===== config.mk =====
export PLATFORM = sky130hd
export DESIGN_NAME = cfs_fanout_gate
export DESIGN_NICKNAME = d
export VERILOG_FILES = /design/src/verilog/cfs_pkg.sv /design/src/verilog/cfs_fanout_gate.sv /design/src/verilog/cfs_pull_default.sv
export VERILOG_INCLUDE_DIRS = /design/src /design/src/verilog
export SDC_FILE = /design/constraint.sdc
export NUM_CORES = 1
export LEC_CHECK = 0
export ABC_AREA = 0
export BUFFER_PORTS_ARGS = -buffer_cell sky130_fd_sc_hd__buf_2
export CELL_PAD_IN_SITES_DETAIL_PLACEMENT = 1
export CELL_PAD_IN_SITES_GLOBAL_PLACEMENT = 2
export CORE_MARGIN = 4
export CORE_UTILIZATION = 20
export CTS_CLUSTER_SIZE = 8
export DETAILED_ROUTE_END_ITERATION = 6
export GPL_ROUTABILITY_DRIVEN = 0
export PLACE_DENSITY = 0.8
export SETUP_SLACK_MARGIN = 0.5
export SYNTH_ARGS = -nofsm -noshare
export SYNTH_HDL_FRONTEND = slang
export SYNTH_HIERARCHICAL = 1
export SYNTH_SLANG_ARGS = --single-unit
export TNS_END_PERCENT = 1

===== constraint.sdc =====
create_clock -name clk_sys -period 1.35 [get_ports clk_sys]
set_input_delay 0.2025 -clock clk_sys [delete_from_list [all_inputs] [get_ports clk_sys]]
set_output_delay 0.2025 -clock clk_sys [all_outputs]
set_load 0.05 [all_outputs]

===== src/verilog/cfs_params.svh =====
/*
 * constants of the clock fanout select and gate block: pin defaults,
 * output count and reset values.
 * assumes it is included by bare name from the package and the modules.
 */
`ifndef CFS_PARAMS_SVH
`define CFS_PARAMS_SVH

// ----------------------------------------------------------------
// pin count and field positions of the packed pin vector
// ----------------------------------------------------------------
`define CFS_NUM_PINS 5
`define CFS_POS_DIFF_P 4
`define CFS_POS_DIFF_N 3
`define CFS_POS_SINGLE 2
`define CFS_POS_SEL 1
`define CFS_POS_ENABLE_N 0

// ----------------------------------------------------------------
// levels that an unconnected pin falls back to
// ----------------------------------------------------------------
`define CFS_OPEN_DIFF_P 1'b0
`define CFS_OPEN_DIFF_N 1'b1
`define CFS_OPEN_SINGLE 1'b0
`define CFS_OPEN_SEL 1'b0
`define CFS_OPEN_ENABLE_N 1'b0
`define CFS_PIN_DEFAULTS 5'h08

// ----------------------------------------------------------------
// output count and reset values
// ----------------------------------------------------------------
`define CFS_NUM_OUTPUTS 5
`define CFS_RST_SAMPLE 1'b0
`define CFS_RST_TRUE 1'b0
`define CFS_RST_COMP 1'b1

`endif


===== src/verilog/cfs_pkg.sv =====
/*
 * types of the clock fanout select and gate block.
 * assumes cfs_params.svh is on the include path.
 */
`default_nettype none
`include "cfs_params.svh"

package cfs_pkg;

    // ----------------------------------------------------------------
    // pin group, one bit per input pin, order matches the params header
    // ----------------------------------------------------------------
    typedef struct packed {
        logic diff_p;
        logic diff_n;
        logic single;
        logic sel;
        logic enable_n;
    } cfs_pins_t;

    // ----------------------------------------------------------------
    // one differential output pair
    // ----------------------------------------------------------------
    typedef struct packed {
        logic true_out;
        logic comp_out;
    } cfs_pair_t;

    // ----------------------------------------------------------------
    // output gate state, one-hot
    // ----------------------------------------------------------------
    typedef enum logic [1:0] {
        CFS_GATE_OFF = 2'b01,
        CFS_GATE_ON = 2'b10
    } cfs_gate_t;

endpackage

`default_nettype wire


===== src/verilog/cfs_fanout_gate.sv =====
/*
 * clock fanout with source select and glitch-free common enable.
 * assumes all pins are sampled levels synchronous to clk_sys, and that the
 * selected reference toggles well below half the clk_sys rate.
 */
`timescale 1ns/100ps
`default_nettype none
`include "cfs_params.svh"

// Functional notes
// - select high routes single-ended, low routes differential
// - open select pin reads low
// - enable low turns all outputs on
// - enable high holds every pair low
// - gate changes only while the clock is low
// - enable captured on selected clock falling edge
// - five pairs with true and complement
// - open differential halves read true low, inverting high
// - open single-ended clock reads low
// - open enable pin reads low, outputs enabled

module cfs_fanout_gate
    import cfs_pkg::*;
#(
    parameter int NUM_OUTPUTS = `CFS_NUM_OUTPUTS
) (
    input wire logic clk_sys,
    input wire logic rst,
    input wire cfs_pins_t pin_level,
    input wire cfs_pins_t pin_open,
    output cfs_pair_t fanout_out_zero,
    output cfs_pair_t fanout_out_one,
    output cfs_pair_t fanout_out_two,
    output cfs_pair_t fanout_out_three,
    output cfs_pair_t fanout_out_four
);

    // ----------------------------------------------------------------
    // pin pulls
    // ----------------------------------------------------------------
    localparam logic [`CFS_NUM_PINS-1:0] PIN_DEFAULTS = `CFS_PIN_DEFAULTS;

    wire logic [`CFS_NUM_PINS-1:0] level_vec;
    wire logic [`CFS_NUM_PINS-1:0] open_vec;
    wire logic [`CFS_NUM_PINS-1:0] eff_vec;

    assign level_vec = pin_level;
    assign open_vec = pin_open;

    genvar gp;
    generate
        for (gp = 0; gp < `CFS_NUM_PINS; gp = gp + 1) begin : g_pull
            cfs_pull_default #(
                .DEFAULT_LEVEL(PIN_DEFAULTS[gp])
            ) u_pull (
                .level(level_vec[gp]),
                .open(open_vec[gp]),
                .level_eff(eff_vec[gp])
            );
        end
    endgenerate

    wire logic diff_p_eff;
    wire logic diff_n_eff;
    wire logic single_eff;
    wire logic sel_eff;
    wire logic enable_n_eff;

    assign diff_p_eff = eff_vec[`CFS_POS_DIFF_P];
    assign diff_n_eff = eff_vec[`CFS_POS_DIFF_N];
    assign single_eff = eff_vec[`CFS_POS_SINGLE];
    assign sel_eff = eff_vec[`CFS_POS_SEL];
    assign enable_n_eff = eff_vec[`CFS_POS_ENABLE_N];

    // ----------------------------------------------------------------
    // source select
    // ----------------------------------------------------------------
    // a pair reads high only when the halves disagree the right way
    wire logic diff_level;
    wire logic sel_clk;

    assign diff_level = diff_p_eff & ~diff_n_eff;
    assign sel_clk = sel_eff ? single_eff : diff_level;

    // ----------------------------------------------------------------
    // falling edge of the selected clock
    // ----------------------------------------------------------------
    logic sel_clk_q;
    wire logic sel_fall;

    always_ff @(posedge clk_sys or posedge rst) begin
        if (rst) begin
            sel_clk_q <= `CFS_RST_SAMPLE;
        end else begin
            sel_clk_q <= sel_clk;
        end
    end

    assign sel_fall = sel_clk_q & ~sel_clk;

    // ----------------------------------------------------------------
    // enable gate, moves only on a falling edge so the clock is low
    // ----------------------------------------------------------------
    cfs_gate_t gate_state;
    cfs_gate_t next_gate_state;

    always_comb begin
        next_gate_state = gate_state;
        case (gate_state)
            CFS_GATE_OFF: begin
                if (sel_fall && !enable_n_eff) begin
                    next_gate_state = CFS_GATE_ON;
                end
            end
            CFS_GATE_ON: begin
                if (sel_fall && enable_n_eff) begin
                    next_gate_state = CFS_GATE_OFF;
                end
            end
            default: begin
                next_gate_state = CFS_GATE_OFF;
            end
        endcase
    end

    always_ff @(posedge clk_sys or posedge rst) begin
        if (rst) begin
            gate_state <= CFS_GATE_OFF;
        end else begin
            gate_state <= next_gate_state;
        end
    end

    wire logic gate_on;
    wire logic gated_clk;

    assign gate_on = (gate_state == CFS_GATE_ON);
    // gate masks the mux output, it never retimes the clock edges
    assign gated_clk = sel_clk & gate_on;

    // ----------------------------------------------------------------
    // output pairs
    // ----------------------------------------------------------------
    cfs_pair_t pair_q [NUM_OUTPUTS];

    genvar go;
    generate
        for (go = 0; go < NUM_OUTPUTS; go = go + 1) begin : g_out
            always_ff @(posedge clk_sys or posedge rst) begin
                if (rst) begin
                    pair_q[go].true_out <= `CFS_RST_TRUE;
                    pair_q[go].comp_out <= `CFS_RST_COMP;
                end else begin
                    pair_q[go].true_out <= gated_clk;
                    pair_q[go].comp_out <= ~gated_clk;
                end
            end

        end
    endgenerate

    assign fanout_out_zero = pair_q[0];
    assign fanout_out_one = pair_q[1];
    assign fanout_out_two = pair_q[2];
    assign fanout_out_three = pair_q[3];
    assign fanout_out_four = pair_q[4];
endmodule

`default_nettype wire


===== src/verilog/cfs_pull_default.sv =====
/*
 * one input pin with an internal pull: an open pin reads as its default.
 * assumes the open flag tells that nothing drives the pin.
 */
`timescale 1ns/100ps
`default_nettype none

module cfs_pull_default
    import cfs_pkg::*;
#(
    parameter logic DEFAULT_LEVEL = 1'b0
) (
    input wire logic level,
    input wire logic open,
    output logic level_eff
);

    // ----------------------------------------------------------------
    // pull resolution
    // ----------------------------------------------------------------
    assign level_eff = open ? DEFAULT_LEVEL : level;

endmodule

`default_nettype wire


==> metrics.md <==
| Metric | Value |
|---|---|
| Status | complete, no violations |
| RSZ-0062 raised after global routing | yes |
| Slew Viols, Final | 0 |
| Synthesized Nets | 42 |
| Period utilization | 88.8% |
| Wire length on met3 | 85 um |
| Crit-path max cell delay | 550 ps |
| Family with the most delay on the worst path | flip-flops |
| Clk root buf | clkbuf_4 |
| Tmin final | 1200 ps |
| 1st-pass router iterations | 3 |
| Diode count | 0 |
| Sequential area share after synthesis | 39.2% |
| Share of cells above drive strength 1 | 64.6% |
| Setup TNS | 0 ps |
| Worst hold path class | in2reg |
| R2R depth | 3 |
| Reg-to-Reg Start | gate_state[0] |
| Critical Path Sink | fanout_out_zero[0] |
| Max VDD drop | 0.339 mV |
| Critical Path AT | 1000 ps |
| FMAX | 834 MHz |
| Hold slack | 363 ps |
| Initial Util | 21.3% |
| Area delta synth->final | 35.0% |
| 1st-iter DRT viols | 1 |
| Worst setup startpoint | fanout_out_one[0] |
| Core ar. | 1520 um2 |
| Num CTS Buffers | 3 |
| # rows | 14 |
| Remaining DRCs | 0 |
| Max Cap Viol | 0 |
| Final setup fails | 0 |
| Clock sinks | 5 |
| Tot GR Track Use | 5.91% |
| Yosys cell types | 13 |
| Postcts setup bufs | 0 |
| Crit path max fanout | 5 |
| Initial antenna violation count | 0 |
| Critical path class | reg2out |
| Launching element type of the critical path | flip-flop |
| Crit-path cells | buf_4 |
| Reg2Reg Setup Slack | 260 ps |
| PD cells | 861 nW/um2 |
| Clock H-tree levels | 1 |
| Via density | 4.02 |
| Largest buffer count on any clock path | 2 |
| CP required | 1150 ps |
| Maximum number of pins on one net before global-route repair | 6 |
| Worst slew pin tran | 235 ps |
| Syn Area/Cell | 10.8 um2 |
| Die H | 48.3 um |
| Synth area leaders | dfrtp_1 23%, buf_4 18%, nor2b_4 17%, dfstp_2 16%, a41oi_1 5.4% |
| Die area | 2340 um2 |
| Clock slew at reported path FFs | 40 ps |
| Met1 WL | 236 um |
| I/O Buffers | 21 |
| ANT nets after route | 0 |
| Clock Skews | 6.35 ps |
| Vias | 257 |
| CP Capture Type | output port |
| Buf+Inv Stages, Crit Path | 1 |
| Critical-path top delay cell | dfstp_2 |
| Drt wl/cell | 9.94 um |
| Post-Synthesis Cells | 30 |
| Share of the synthesized area in the top cell type | 23.1% |
| Vias in the first global route | 269 |
| Metal2 WL | 298 um |
| Final #Nets | 61 |
| Grt ovf | 0 |
| IO Count | 22 |
| Final wirelength | 636 um |
| Hold Vio Cnt, Final | 0 |
| Cell taking the most area after synthesis | dfrtp_1 |
| R2r endpoint | gate_state[1] |
| Later-pin clock latency in the skew report | 240 ps |
| Critical Path Stages | 1 |
| #FFs+latches synth | 5 |
| Yosys warns | 6 |
| Filler instances | 182 |
| Die W | 48.3 um |
| Syn Std Cell Area | 325 um2 |
| Leakage | 0.000244 uW |
| HPWL after detailed placement | 558 um |
| Max layer used | met4 |
| CTS tree | yes |
| Max-slew headroom | 84.1% |
| First-pass GRT wire length | 1030 um |
-- timing repair --
item                                    CTS  global route
hold buffers                              1             0
gates resized for setup                   5             0
endpoints found under the hold margin     3             0
endpoints found under the setup margin   15            15
-- power breakdown --
group / leakage [uW] / switching, uW / internal, uW
clock network: 0.0000150 / 60.2 / 112
registers: 0.0000623 / 2.78 / 156
logic: 0.000166 / 18.5 / 29.0
total: 0.000244 / 81.5 / 297
-- worst min-delay path by stage --
stage               depth (start not counted)  slack [ps]                  to         from
floorplan                                   1         -20  fanout_out_four[1]          rst
global placement                            2         100  fanout_out_four[1]          rst
detailed placement                          2         110  fanout_out_four[1]          rst
CTS                                         4         360       gate_state[0]  pin_open[0]
global route                                4         390       gate_state[0]  pin_open[0]
finish                                      4         360       gate_state[0]  pin_open[0]
-- registers in the layout, indices dropped and copies added, names as in the netlist --
signal and cells:
fanout_out_one 1, fanout_out_four 1, sel_clk_q 1, gate_state 2
-- through the flow --
step           std cells  total power (uW)  worst slack (ps)  area [um2]  util [%]
2_1_floorplan         30               185               115         325         -
3_5_place_dp          59               207             -32.8         390      25.6
6_report              64               378               152         439      28.8
5_1_grt               64               396               126         439      28.8
3_3_place_gp          59               206             -14.6         390      25.6
4_1_cts               64               385               139         439      28.8
-- cells in the mapped netlist --
| library cell | number |
|---|---|
| and2_4 | 1 |
| dfrtp_1 | 3 |
| inv_1 | 2 |
| buf_4 | 8 |
| nor2b_4 | 4 |
| a41oi_1 | 2 |
| or2_1 | 1 |
| dfstp_2 | 2 |
| nor2_1 | 2 |
| or3b_1 | 1 |
| nand2b_1 | 2 |
| a41o_1 | 1 |
| nand2_1 | 1 |
-- cell type report --
type / count / area [um2] / share of cell area (%)
inverters: 2 / 7.51 / 1.71
well taps: 16 / 20.0 / 4.56
flip-flops and latches: 5 / 128 / 29.1
multi-input cells: 15 / 130 / 29.6
clock buffers: 4 / 26.3 / 5.98
repair buffers: 22 / 128 / 29.1
-- worst min-delay path: cells and delay by family --
family	cells	cell delay [ps]
AOI/OAI and AO/OA	1	130
and+or+nand+nor	2	150
buffers and inverters	1	100
-- logic make-up after synthesis --
| logic type | Yosys count | synth area share (%) |
|---|---|---|
| and+or+nand+nor | 12 | 31.5 |
| DFF | 5 | 39.2 |
| AOI/OAI and AO/OA | 3 | 8.46 |
| buffers and inverters | 10 | 20.8 |
-- routing by layer --
layer	track usage, %	up-vias
li1	-	126
met1	5.49	111
met2	8.70	18
met3	4.60	2
met4	4.15	0
met5	0	-
-- placed cells by master, fill, tap and decap left out --
cell,count
a41o_1,1
a41oi_1,2
and2_4,1
buf_2,16
buf_4,5
clkbuf_1,1
clkbuf_4,3
dfrtp_1,3
dfstp_2,2
dlygate4sd3_1,1
inv_1,2
nand2_1,1
nand2b_1,2
nor2_1,2
nor2b_4,4
or2_1,1
or3b_1,1
(Power assumes the default switching activity.)
